**config.mk**
```make
export PLATFORM = sky130hd
export DESIGN_NAME = fsb_host
export DESIGN_NICKNAME = d
export VERILOG_FILES = /design/src/shared/fsb_pkg.sv /design/src/rtl/fsb_host.sv
export SDC_FILE = /design/constraint.sdc
export NUM_CORES = 1
export LEC_CHECK = 0
export BUFFER_PORTS_ARGS = -buffer_cell sky130_fd_sc_hd__buf_2
export CAP_MARGIN = 0
export CORE_ASPECT_RATIO = 0.75
export CORE_MARGIN = 10
export CORE_UTILIZATION = 50
export DETAILED_ROUTE_END_ITERATION = 16
export GPL_TIMING_DRIVEN = 0
export HOLD_SLACK_MARGIN = 0.06
export PLACE_DENSITY = 0.85
export SLEW_MARGIN = 10
export SYNTH_ARGS = -nofsm -noshare
export SYNTH_HDL_FRONTEND = slang
export SYNTH_SLANG_ARGS = --single-unit
```
**constraint.sdc**
```tcl
create_clock -name clk -period 6.69 [get_ports clk]
set_input_delay 1.338 -clock clk [delete_from_list [all_inputs] [get_ports clk]]
set_output_delay 1.338 -clock clk [all_outputs]
set_load 0.005 [all_outputs]
```
**src/shared/fsb_pkg.sv**
```systemverilog
// package: command codes, status fields and timing for the flash status controller
package fsb_pkg;
   // command codes written on the low data byte
   localparam logic [7:0] CMD_READ_ARRAY   = 8'hff;
   localparam logic [7:0] CMD_READ_STATUS  = 8'h70;
   localparam logic [7:0] CMD_CLEAR_STATUS = 8'h50;
   localparam logic [7:0] CMD_READ_ID      = 8'h90;
   localparam logic [7:0] CMD_BUF_SETUP    = 8'he8;
   localparam logic [7:0] CMD_PIN_CFG      = 8'hb8;
   localparam logic [7:0] CMD_LOCK_SETUP   = 8'h60;
   localparam logic [7:0] CMD_LOCK_SET     = 8'h01;
   localparam logic [7:0] CMD_LOCK_CLEAR   = 8'hd0;
   // operation_status field positions
   localparam int SR_READY_BIT      = 7;
   localparam int SR_ERASE_SUSP_BIT = 6;
   localparam int SR_ERASE_ERR_BIT  = 5;
   localparam int SR_PROG_ERR_BIT   = 4;
   localparam int SR_SUPPLY_BIT     = 3;
   localparam int SR_PROG_SUSP_BIT  = 2;
   localparam int SR_LOCKED_BIT     = 1;
   localparam logic [15:0] SR_VALID_MASK = 16'h00fe;
   localparam int XSR_BUF_AVAIL_BIT = 7;
   localparam int LOCK_DATA_BIT     = 0;
   localparam logic [22:0] LOCK_CFG_OFFSET = 23'h000002;
   localparam logic [1:0] CFG_CODE_RESET = 2'h0;
   // ready-pin modes
   localparam logic [1:0] CC_LEVEL       = 2'h0;
   localparam logic [1:0] CC_PULSE_ERASE = 2'h1;
   localparam logic [1:0] CC_PULSE_PROG  = 2'h2;
   localparam logic [1:0] CC_PULSE_ANY   = 2'h3;
   // bus timing at 100 ns per cycle
   localparam int CLK_NS        = 100;
   localparam int WE_LOW_NS     = 70;
   localparam int WE_HIGH_NS    = 30;
   localparam int READ_ACC_NS   = 120;
   localparam int PULSE_TYP_NS  = 250;
   localparam int WE_LOW_CYC    = (WE_LOW_NS + CLK_NS - 1) / CLK_NS;
   localparam int WE_HIGH_CYC   = (WE_HIGH_NS + CLK_NS - 1) / CLK_NS;
   localparam int READ_ACC_CYC  = (READ_ACC_NS + CLK_NS - 1) / CLK_NS;
   localparam int PULSE_MIN_CYC = (PULSE_TYP_NS / 2 + CLK_NS - 1) / CLK_NS;
endpackage

```
**src/rtl/fsb_host.sv**
```systemverilog
// host controller that issues status, lock and ready-pin commands to the flash
//
// Behaviour
// - bits 6..1 are meaningless until bit 7 reads 1; host waits for ready
// - host masks status bits 15..8 and bit 0
// - buffer setup accepted when extended bit 7 is 1; else host retries
// - pin configuration is per bank; host writes only the bank given with the request
// - pin configuration is setup command then code in a second write
// - read-status command, then the next read returns status
`timescale 1ns/1ps
`default_nettype none
module fsb_host #(
   parameter int ADDR_W = 23,
   parameter int DATA_W = 16
) (
   // clock and reset
   input  wire logic              clk,
   input  wire logic              rst_n,
   // user command port
   input  wire logic              req,
   input  wire logic [2:0]        op,
   input  wire logic              bank,
   input  wire logic [ADDR_W-1:0] addr,
   input  wire logic [1:0]        cfg_code,
   output logic                   busy,
   output logic                   done,
   output logic [DATA_W-1:0]      result,
   output logic                   error,
   output logic                   pin_event,
   // flash pins
   output logic                   ce_n,
   output logic                   oe_n,
   output logic                   we_n,
   output logic                   bank_select,
   output logic [ADDR_W-1:0]      a,
   output logic [DATA_W-1:0]      dq_out,
   output logic                   dq_oe_n,
   input  wire logic [DATA_W-1:0] dq_in,
   input  wire logic              ready_busy_output
);
   // op codes of the user port
   localparam logic [2:0] OP_STATUS = 3'h0;
   localparam logic [2:0] OP_CLEAR  = 3'h1;
   localparam logic [2:0] OP_LOCK   = 3'h2;
   localparam logic [2:0] OP_UNLOCK = 3'h3;
   localparam logic [2:0] OP_QLOCK  = 3'h4;
   localparam logic [2:0] OP_BUF    = 3'h5;
   localparam logic [2:0] OP_CFG    = 3'h6;

   typedef enum logic [6:0] {
      S_IDLE = 7'h01,
      S_WLOW = 7'h02,
      S_WHI  = 7'h04,
      S_RLOW = 7'h08,
      S_POLL = 7'h10,
      S_DONE = 7'h20,
      S_NEXT = 7'h40
   } fsb_state_t;

   fsb_state_t       state;
   logic [2:0]       cur_op;
   logic [1:0]       step;
   logic [3:0]       cnt;
   logic [7:0]       wdata;
   logic [DATA_W-1:0] dq_s1, dq_s2;
   logic             rb_s1, rb_s2, rb_prev;
   logic [3:0]       low_cnt;

   // pins cross two flops before use
   always_ff @(posedge clk or negedge rst_n) begin
      if (!rst_n) begin
         dq_s1 <= '0;
         dq_s2 <= '0;
         rb_s1 <= 1'b1;
         rb_s2 <= 1'b1;
      end else begin
         dq_s1 <= dq_in;
         dq_s2 <= dq_s1;
         rb_s1 <= ready_busy_output;
         rb_s2 <= rb_s1;
      end
   end

   // low pulse on the pin marks a completion; short glitches ignored
   always_ff @(posedge clk or negedge rst_n) begin
      if (!rst_n) begin
         rb_prev   <= 1'b1;
         low_cnt   <= '0;
         pin_event <= 1'b0;
      end else begin
         rb_prev   <= rb_s2;
         pin_event <= 1'b0;
         if (!rb_s2 && low_cnt != 4'hf) low_cnt <= low_cnt + 4'h1;
         if (rb_s2 && !rb_prev && low_cnt >= 4'(fsb_pkg::PULSE_MIN_CYC)) pin_event <= 1'b1;
         if (rb_s2) low_cnt <= '0;
      end
   end

   // command word for each step of each sequence
   always_comb begin
      wdata = fsb_pkg::CMD_READ_STATUS;
      unique case (cur_op)
         OP_CLEAR:  wdata = fsb_pkg::CMD_CLEAR_STATUS;
         OP_LOCK:   wdata = step == 2'h0 ? fsb_pkg::CMD_LOCK_SETUP : fsb_pkg::CMD_LOCK_SET;
         OP_UNLOCK: wdata = step == 2'h0 ? fsb_pkg::CMD_LOCK_SETUP : fsb_pkg::CMD_LOCK_CLEAR;
         OP_QLOCK:  wdata = fsb_pkg::CMD_READ_ID;
         OP_BUF:    wdata = step == 2'h0 ? fsb_pkg::CMD_BUF_SETUP : fsb_pkg::CMD_READ_ARRAY;
         OP_CFG:    wdata = step == 2'h0 ? fsb_pkg::CMD_PIN_CFG : {6'h00, cfg_code};
         default:   wdata = fsb_pkg::CMD_READ_STATUS;
      endcase
   end

   // writes per op: lock, unlock and config take two writes
   function automatic logic [1:0] fsb_writes(input logic [2:0] o);
      if (o == OP_LOCK || o == OP_UNLOCK || o == OP_CFG) return 2'h2;
      return 2'h1;
   endfunction

   // main sequencer; inputs held stable by the user while busy
   always_ff @(posedge clk or negedge rst_n) begin
      if (!rst_n) begin
         state       <= S_IDLE;
         cur_op      <= OP_STATUS;
         step        <= '0;
         cnt         <= '0;
         ce_n        <= 1'b1;
         oe_n        <= 1'b1;
         we_n        <= 1'b1;
         bank_select <= 1'b0;
         a           <= '0;
         dq_out      <= '0;
         dq_oe_n     <= 1'b1;
         busy        <= 1'b0;
         done        <= 1'b0;
         result      <= '0;
         error       <= 1'b0;
      end else begin
         done <= 1'b0;
         unique case (state)
            S_IDLE: begin
               if (req) begin
                  cur_op      <= op;
                  step        <= '0;
                  busy        <= 1'b1;
                  bank_select <= bank; // one bank per request
                  a           <= addr;
                  state       <= S_NEXT;
               end
            end
            S_NEXT: begin
               // bank and address settle before the strobe
               dq_out  <= {{(DATA_W-8){1'b0}}, wdata};
               dq_oe_n <= 1'b0;
               ce_n    <= 1'b0;
               we_n    <= 1'b0;
               cnt     <= 4'(fsb_pkg::WE_LOW_CYC);
               state   <= S_WLOW;
            end
            S_WLOW: begin
               if (cnt == 4'h1) begin
                  we_n  <= 1'b1;
                  ce_n  <= 1'b1;
                  cnt   <= 4'(fsb_pkg::WE_HIGH_CYC);
                  state <= S_WHI;
               end else cnt <= cnt - 4'h1;
            end
            S_WHI: begin
               if (cnt == 4'h1) begin
                  dq_oe_n <= 1'b1;
                  if (step + 2'h1 < fsb_writes(cur_op)) begin
                     step  <= step + 2'h1;
                     state <= S_NEXT;
                  end else if (cur_op == OP_CLEAR || cur_op == OP_CFG) begin
                     state <= S_DONE;
                  end else begin
                     if (cur_op == OP_QLOCK) a <= addr + ADDR_W'(fsb_pkg::LOCK_CFG_OFFSET);
                     ce_n  <= 1'b0;
                     oe_n  <= 1'b0;
                     cnt   <= 4'(fsb_pkg::READ_ACC_CYC + 2);
                     state <= S_RLOW;
                  end
               end else cnt <= cnt - 4'h1;
            end
            S_RLOW: begin
               // extra two cycles cover the input synchroniser
               if (cnt == 4'h1) begin
                  oe_n  <= 1'b1;
                  ce_n  <= 1'b1;
                  state <= S_POLL;
               end else cnt <= cnt - 4'h1;
            end
            S_POLL: begin
               unique case (cur_op)
                  OP_QLOCK: begin
                     result <= {{(DATA_W-1){1'b0}}, dq_s2[fsb_pkg::LOCK_DATA_BIT]};
                     error  <= 1'b0;
                     state  <= S_DONE;
                  end
                  OP_BUF: begin
                     if (dq_s2[fsb_pkg::XSR_BUF_AVAIL_BIT]) begin
                        result <= dq_s2;
                        error  <= 1'b0;
                        state  <= S_DONE;
                     end else begin
                        step  <= '0;
                        state <= S_NEXT; // retry setup until accepted
                     end
                  end
                  default: begin
                     if (!dq_s2[fsb_pkg::SR_READY_BIT]) begin
                        step  <= fsb_writes(cur_op) - 2'h1;
                        state <= S_NEXT; // reissue read-status and poll again
                        if (cur_op != OP_STATUS) cur_op <= OP_STATUS;
                     end else begin
                        result <= dq_s2 & fsb_pkg::SR_VALID_MASK;
                        // bits 5,4,3,1 are the sticky error flags
                        error  <= dq_s2[fsb_pkg::SR_ERASE_ERR_BIT] | dq_s2[fsb_pkg::SR_PROG_ERR_BIT] |
                                  dq_s2[fsb_pkg::SR_SUPPLY_BIT] | dq_s2[fsb_pkg::SR_LOCKED_BIT];
                        state  <= S_DONE;
                     end
                  end
               endcase
            end
            S_DONE: begin
               busy  <= 1'b0;
               done  <= 1'b1;
               state <= S_IDLE;
            end
         endcase
      end
   end
endmodule
`default_nettype wire

```
==> results of run 1 <==
[worst max-delay path, stage by stage (launching register included)]
cell and delay (ps):
sky130_fd_sc_hd__dfrtp_1 320, sky130_fd_sc_hd__clkbuf_1 250, sky130_fd_sc_hd__clkbuf_1 370, sky130_fd_sc_hd__nand2_1 130, sky130_fd_sc_hd__ha_1 340, sky130_fd_sc_hd__and2_0 170, sky130_fd_sc_hd__a221oi_1 640, sky130_fd_sc_hd__o31ai_4 190
sky130_fd_sc_hd__clkbuf_1 280, sky130_fd_sc_hd__a21oi_1 200
[placed cells by master (no fill, tap or decap), drive strengths merged, types with 11 or more instances in the layout]
| cell | Yosys | layout |
|---|---|---|
| nor2 | 43 | 43 |
| o21ai | 27 | 27 |
| buf | 12 | 117 |
| dfrtp | 103 | 103 |
| nand2 | 53 | 53 |
| clkbuf | 19 | 29 |
| nand3 | 15 | 15 |
| inv | 14 | 19 |
| nor3 | 11 | 11 |
| xor2 | 18 | 18 |
| a21oi | 38 | 38 |
[metal layers]
layer | vias to the layer above | share of wire | track usage
met5 | - | 0 | 0
met4 | 0 | 0.019 | 0.06047
met3 | 26 | 0.051 | 0.04269
met2 | 122 | 0.49 | 0.2737
met1 | 1846 | 0.44 | 0.2064
li1 | 1881 | - | -
[cell type report]
cell class	count	area [sq um]	area share
inverters	14	52.55	0.008853
repair buffers	105	554.3	0.09338
plain buffers	31	163.9	0.02761
well taps	132	165.2	0.02782
multi-input cells	323	1917	0.3229
clock buffers	10	239.0	0.04026
flip-flops and latches	111	2788	0.4696
clock inverters	6	56.30	0.009486
[stage by stage]
| stage | total power, W | worst slack [ps] |
|---|---|---|
| floorplan | 0.001383 | 4065 |
| global placement | 0.001633 | 3126 |
| detailed placement | 0.001667 | 3728 |
| CTS | 0.002199 | 3766 |
| global route | 0.002339 | 3522 |
| finish | 0.002181 | 3711 |
[state kept, by name (all words and copies together), names as in the netlist, 2 cells and up]
register,flops
dq_s1,16
dq_s2,16
state,7
cnt,4
result,16
cur_op,3
low_cnt,4
a,23
dq_out,8
step,2
[path summary, 6_finish.rpt]
kind | cells after the start | end | startpoint
max | 9 | a[18] | cur_op[1]
min | 0 | dq_s2[1] | dq_s1[1]
max reg2reg | 9 | a[18] | cur_op[1]
min reg2reg | 0 | dq_s2[1] | dq_s1[1]
max in group asynchronous | 2 | rb_s1 | rst_n
min in group asynchronous | 1 | a[7] | rst_n
[logic make-up after synthesis]
group | after synthesis
flip-flops | 111
AO/OA/AOI/OAI | 105
buffers and inverters | 45
adder cells (fa/ha/maj) | 7
AND/OR/NAND/NOR | 173
other | 1
multiplexers | 6
XOR/XNOR | 24
[report_power, final]
part	switching (W)	leakage [nW]	internal [W]	total, W
clock	0.000252	0.149	0.000273	0.000525
sequential	0.0000838	1.35	0.000823	0.000907
combinational	0.000445	1.26	0.000305	0.000750
==> out/results.tsv, run 1 <==
stage	metric	value	unit
yosys	synthSimpleGateAreaFrac	0.1784	
run	max_cap_viol_count	0	
cts	cts.repair.resized	0	
cells_and_area	antenna_diodes	0	
yosys	synth_edf_count	0	
sta	setup_repair_after_global_routing_missed_its_margin	false	
cells_and_area	utilization	0.6171	
drt	drt-pass1-iter-count	4	
floorplanning	floorplan.initialDensity	0.5088	
yosys	synth_top_cells_by_area	sky130_fd_sc_hd__dfrtp_1 53%, sky130_fd_sc_hd__dfstp_2 4.3%, sky130_fd_sc_hd__nand2_1 4.1%, sky130_fd_sc_hd__a21oi_1 3.9%, sky130_fd_sc_hd__nor2_1 3.3%	
yosys	synthesis.instances	472	
global_routing	grt_antenna_before_repair	0	
yosys	synth.top_cell.area_share	0.5266	
sta	final-max-slew-violation-count	0	
drt	avgRoutedWirePerCell	15.80	um
yosys	synth_top_family_by_area	simple AND/OR/NAND/NOR gates	
yosys	synth_mux_area_frac	0.01380	
floorplanning	design.core.area	9619	sq um
power_and_ir_drop	vdd_ir_drop_max	0.2014	mV
power_and_ir_drop	p_leak	2.765	nW
drt	viasPerCell	5.294	
cts	hold_buffers	0	
worst_setup_path	critical_path_class	reg2reg	
drt	finalWirelength	11570	um
worst_setup_path	start_kind	register	
place	dpl.cell_count	716	
cells_and_area	num-fill-cells	800	
cts	h-tree-depth	3	
worst_setup_path	cp_data_required_time	6960	ps
yosys	postSynth.topFlopCell	sky130_fd_sc_hd__dfrtp_1	
cells_and_area	design.final.nets	651	
yosys	yosys_warnings	0	
worst_setup_path	arrival	3250	ps
cts	cts_tree	yes	
worst_setup_path	cp_max_fo	10	
floorplanning	die_w	134.2	um
sta	hold_violations	0	
cts	number_of_buffers_created_by_cts	9	
yosys	async_flop_share	1.000	
cts	post_cts_setup_repair_bufs	0	
cells_and_area	design_area	5936	sq um
cts	cts_num_sinks	111	
power_and_ir_drop	powerDensity	367.5	nW/um^2
drt	drc	0	
global_routing	grt_first_pass_wirelength	19420	um
floorplanning	placementRows	31	
sta	finalHoldWorstSlack	349.7	ps
sta	timing.slew.headroom	0.4286	
cts	cts_root_buf	sky130_fd_sc_hd__clkbuf_16	
floorplanning	num_io_pins	113	
cts	latest_clock_arrival_within_the_worst_skew_pair	350	ps
hold_path	hold_path_class	reg2reg	
place	finalWeightedCongestion	0.8826	
drt	drtIter0Drc	200	
cts	clkSlewWorstSetupHoldPaths	70	ps
yosys	post_synthesis_area_per_instance	10.37	sq um
floorplanning	die-height	105.7	um
worst_setup_path	r2r_setup_slack	3710	ps
yosys	synth-seq-cells	111	
floorplanning	dieArea	14190	sq um
global_routing	globalRouteTotalUtil	0.1660	
sta	final_period_minus_worst_setup_slack	2979	ps
cts	max-clock-path-buffers	2	
drt	dr_total_vias	3875	
yosys	synth_top_cell_by_area	sky130_fd_sc_hd__dfrtp_1	
sta	post-route-period-util	0.4452	
run_status	outcome	completed	
drt	drtAntennaViolNets	0	
yosys	synthTopCellsByCount	103 x sky130_fd_sc_hd__dfrtp_1, 53 x sky130_fd_sc_hd__nand2_1, 43 x sky130_fd_sc_hd__nor2_1	
sta	clock-skew-final	9.349	ps
sta	setup_viol_count_final	0	
cells_and_area	drive_above_1_share	0.2617	
global_routing	remaining_overflow_grt	0	
place	cell_area_after_placement	5640	sq um
yosys	post_synth_xor_area_fraction	0.04294	
cells_and_area	final_cell_count_no_fill	732	
global_routing	vias_in_the_first_global_route	3988	
place	dp_hpwl	8777	um
yosys	synth_compound_area_frac	0.1324	
sta	worst_pin_slew	853.3	ps
cells_and_area	synthToLayoutAreaGrowth	21.27	%
yosys	synth_most_common_cell	sky130_fd_sc_hd__dfrtp_1	
yosys	synth-adder-area-share	0.01789	
place	place.port_buffers	104	
yosys	yosysUniqueCellTypes	56	
sta	achievable-frequency	335.7	MHz
yosys	synth.cell_area	4895	sq um
yosys	seq_area_frac_synth	0.5695	
sta	timing.setup.tns	0	ps
global_routing	grt_start_max_net_pins	84	
worst_setup_path	critPathCaptureType	register	
No activity file was read; power rests on OpenSTA's default activity.
==> run 2: changes to the inputs <==
Clock period 6.69 ns to 2.77 ns, I/O delays scaled along.
==> run 2 against run 1 <==
Combinational power up 150%; cell count unchanged; global-route usage is 0.050 points higher; hold slack worse by 280 ps; sequential cell count unchanged; critical endpoint is now a[0]; largest cell class unchanged.
==> out/results.tsv, run 2 (synthesized netlist as in run 1, its figures left out) <==
stage	metric	value	unit	change
cells_and_area	drive_above_1_share	0.2733		+0.01167
worst_setup_path	timing.critical_path.max_delay_family	compound AO/OA/AOI/OAI gates		
worst_setup_path	critPathCaptureType	register		
drt	finalWirelength	11700	um	+1.2%
sta	hold_violations	0		unchanged
cells_and_area	max_flop_register	a		
global_routing	globalRouteTotalUtil	0.1665		+0.0005039
cts	hold_buffers	0		unchanged
drt	drtAntennaViolNets	0		unchanged
power_and_ir_drop	powerDensity	894.9	nW/um^2	+140%
global_routing	vias_in_the_first_global_route	4005		+0.43%
worst_setup_path	crit_chain	clkbuf_1 -> nand2_2 -> nand2_1 -> ha_1 -> and2_0 -> a221oi_4 -> o31ai_4 -> buf_4 -> mux2_2		
worst_setup_path	cp_data_required_time	3000	ps	-3960 ps
run_status	outcome	completed		
cells_and_area	synthToLayoutAreaGrowth	22.09	%	
place	finalWeightedCongestion	0.8826		unchanged
sta	timing.setup.tns	0	ps	unchanged
worst_setup_path	critical-path-max-stage-delay	430	ps	-210 ps
power_and_ir_drop	power.combinational.fraction	0.350		+0.006
cts	max-clock-path-buffers	2		unchanged
drt	dr_total_vias	3875		unchanged
power_and_ir_drop	p_leak	2.790	nW	+0.89%
worst_setup_path	regToRegEndpoint	a[0]		
sta	setup_viol_count_final	0		unchanged
worst_setup_path	cpMaxStageDelayCell	sky130_fd_sc_hd__o31ai_4		
drt	drtIter0Drc	236		+18%
power_and_ir_drop	sw_frac_of_total	0.3593		+0.001528
floorplanning	design.core.area	9619	sq um	unchanged
power_and_ir_drop	seq_power_share	0.413		-0.003
floorplanning	num_io_pins	113		unchanged
sta	achievable-frequency	378.0	MHz	+13%
cts	number_of_buffers_created_by_cts	9		unchanged
power_and_ir_drop	power_frac_clock	0.237		-0.004
drt	viasPerCell	5.294		unchanged
drt	drc	0		unchanged
cts	latest_clock_arrival_within_the_worst_skew_pair	350	ps	about the same
worst_setup_path	critical_path_buf_inv_count	2		-1
cts	cts_num_sinks	111		unchanged
worst_setup_path	start_kind	register		
worst_setup_path	critical_path_class	reg2reg		
worst_setup_path	arrival	2880	ps	-370 ps
power_and_ir_drop	vdd_ir_drop_max	0.5114	mV	+150%
cells_and_area	largest_register_ffs	23		unchanged
global_routing	grt_start_max_net_pins	84		unchanged
place	cell_area_after_placement	5640	sq um	unchanged
power_and_ir_drop	total_power	0.005348	W	+150%
drt	drt-pass1-iter-count	5		+1
cts	clkSlewWorstSetupHoldPaths	70	ps	about the same
power_and_ir_drop	power_switching	0.001921	W	+150%
sta	post-route-period-util	0.9551		+0.5098
worst_setup_path	cp_max_fo	10		unchanged
cts	cts_tree	yes		
cts	cts_root_buf	sky130_fd_sc_hd__clkbuf_16		
sta	timing.slew.headroom	0.4267		-0.001922
sta	setup_repair_after_global_routing_missed_its_margin	false		
global_routing	grt_first_pass_wirelength	19490	um	+0.36%
sta	clock-skew-final	8.593	ps	-0.7560 ps
cells_and_area	final_common_cell	sky130_fd_sc_hd__buf_2		
drt	avgRoutedWirePerCell	15.99	um	+1.2%
sta	final_period_minus_worst_setup_slack	2646	ps	-333.1 ps
cells_and_area	antenna_diodes	0		unchanged
worst_setup_path	reg2regPathDepth	9		unchanged
floorplanning	floorplan.initialDensity	0.5088		unchanged
floorplanning	die-height	105.7	um	unchanged
global_routing	grt_antenna_before_repair	0		unchanged
hold_path	hold_path_class	in2async		
floorplanning	dieArea	14190	sq um	unchanged
worst_setup_path	r2r_setup_slack	120	ps	-3590 ps
power_and_ir_drop	cell_internal_pwr	0.003426	W	+140%
place	dp_hpwl	8777	um	unchanged
cells_and_area	design_area	5976	sq um	+0.67%
cells_and_area	mostFrequentLayoutCells	106 x sky130_fd_sc_hd__buf_2, 103 x sky130_fd_sc_hd__dfrtp_1, 52 x sky130_fd_sc_hd__nand2_1		
global_routing	remaining_overflow_grt	0		unchanged
worst_setup_path	regToRegStartpoint	cur_op[2]		
cts	h-tree-depth	3		unchanged
floorplanning	placementRows	31		unchanged
sta	final-max-slew-violation-count	0		unchanged
cells_and_area	design.final.nets	651		unchanged
sta	worst_pin_slew	856.2	ps	+2.870 ps
place	place.port_buffers	104		unchanged
floorplanning	die_w	134.2	um	unchanged
run	max_cap_viol_count	0		unchanged
==> run 2: metrics by stage <==
| stage | worst slack (ps) | std cells | util | hold WS (ps) |
|---|---|---|---|---|
| 2_1_floorplan | 348.2 | 479 | - | 258.4 |
| 3_3_place_gp | -21.46 | 715 | 0.5829 | 331.4 |
| 3_5_place_dp | -133.6 | 716 | 0.5864 | 334.7 |
| 4_1_cts | 6.935 | 732 | 0.6178 | 73.80 |
| 5_1_grt | 22.48 | 732 | 0.6212 | 81.34 |
| 6_report | 124.4 | 732 | 0.6212 | 74.49 |
==> run 2: cell type report <==
| class | instances | area, sq um |
|---|---|---|
| inverters | 14 | 52.55 |
| plain buffers | 30 | 163.9 |
| repair buffers | 106 | 561.8 |
| well taps | 132 | 165.2 |
| flip-flops and latches | 111 | 2788 |
| fillers | 790 | 3643 |
| clock buffers | 10 | 239.0 |
| multi-input cells | 323 | 1949 |
| clock inverters | 6 | 56.30 |
==> run 2: how the worst max path moves through the flow <==
stage,depth (start not counted),startpoint,to
global route,6,state[0],error
global placement,9,cur_op[1],a[17]
detailed placement,9,cur_op[1],a[18]
finish,9,cur_op[2],a[0]
floorplan,10,cur_op[1],a[12]
CTS,9,cur_op[1],a[6]
==> run 2: power by group through the flow <==
stage / combinational [W] / clock [W] / sequential [W]
2_1_floorplan: 0.00112 / 0 / 0.00222
3_3_place_gp: 0.00175 / 0 / 0.00220
3_5_place_dp: 0.00181 / 0 / 0.00221
4_1_cts: 0.00184 / 0.00130 / 0.00219
5_1_grt: 0.00211 / 0.00138 / 0.00225
6_report: 0.00187 / 0.00127 / 0.00221
==> run 2: worst reg2reg max path: stages, from the launching register on <==
cell,delay [ps]
sky130_fd_sc_hd__dfrtp_1,360
sky130_fd_sc_hd__clkbuf_1,220
sky130_fd_sc_hd__nand2_2,200
sky130_fd_sc_hd__nand2_1,90
sky130_fd_sc_hd__ha_1,380
sky130_fd_sc_hd__and2_0,220
sky130_fd_sc_hd__a221oi_4,110
sky130_fd_sc_hd__o31ai_4,430
sky130_fd_sc_hd__buf_4,200
sky130_fd_sc_hd__mux2_2,330
==> run 2: layer usage <==
| metal | vias up | routed length (um) | track usage | part of all wire |
|---|---|---|---|---|
| met5 | - | 0 | 0 | 0 |
| met4 | 0 | 217 | 0.06279 | 0.019 |
| met3 | 21 | 584 | 0.04269 | 0.050 |
| met2 | 109 | 5800 | 0.2737 | 0.50 |
| met1 | 1863 | 5100 | 0.2070 | 0.44 |
| li1 | 1882 | - | - | - |
==> run 2: what timing repair did <==
| action | 4_1_cts | 5_1_grt |
|---|---|---|
| pin swaps | 0 | 1 |
| endpoints found under the setup margin | 24 | 24 |
| resized for setup | 2 | 9 |
| hold endpoints to repair | 0 | 0 |
| buffers inserted | 0 | 1 |
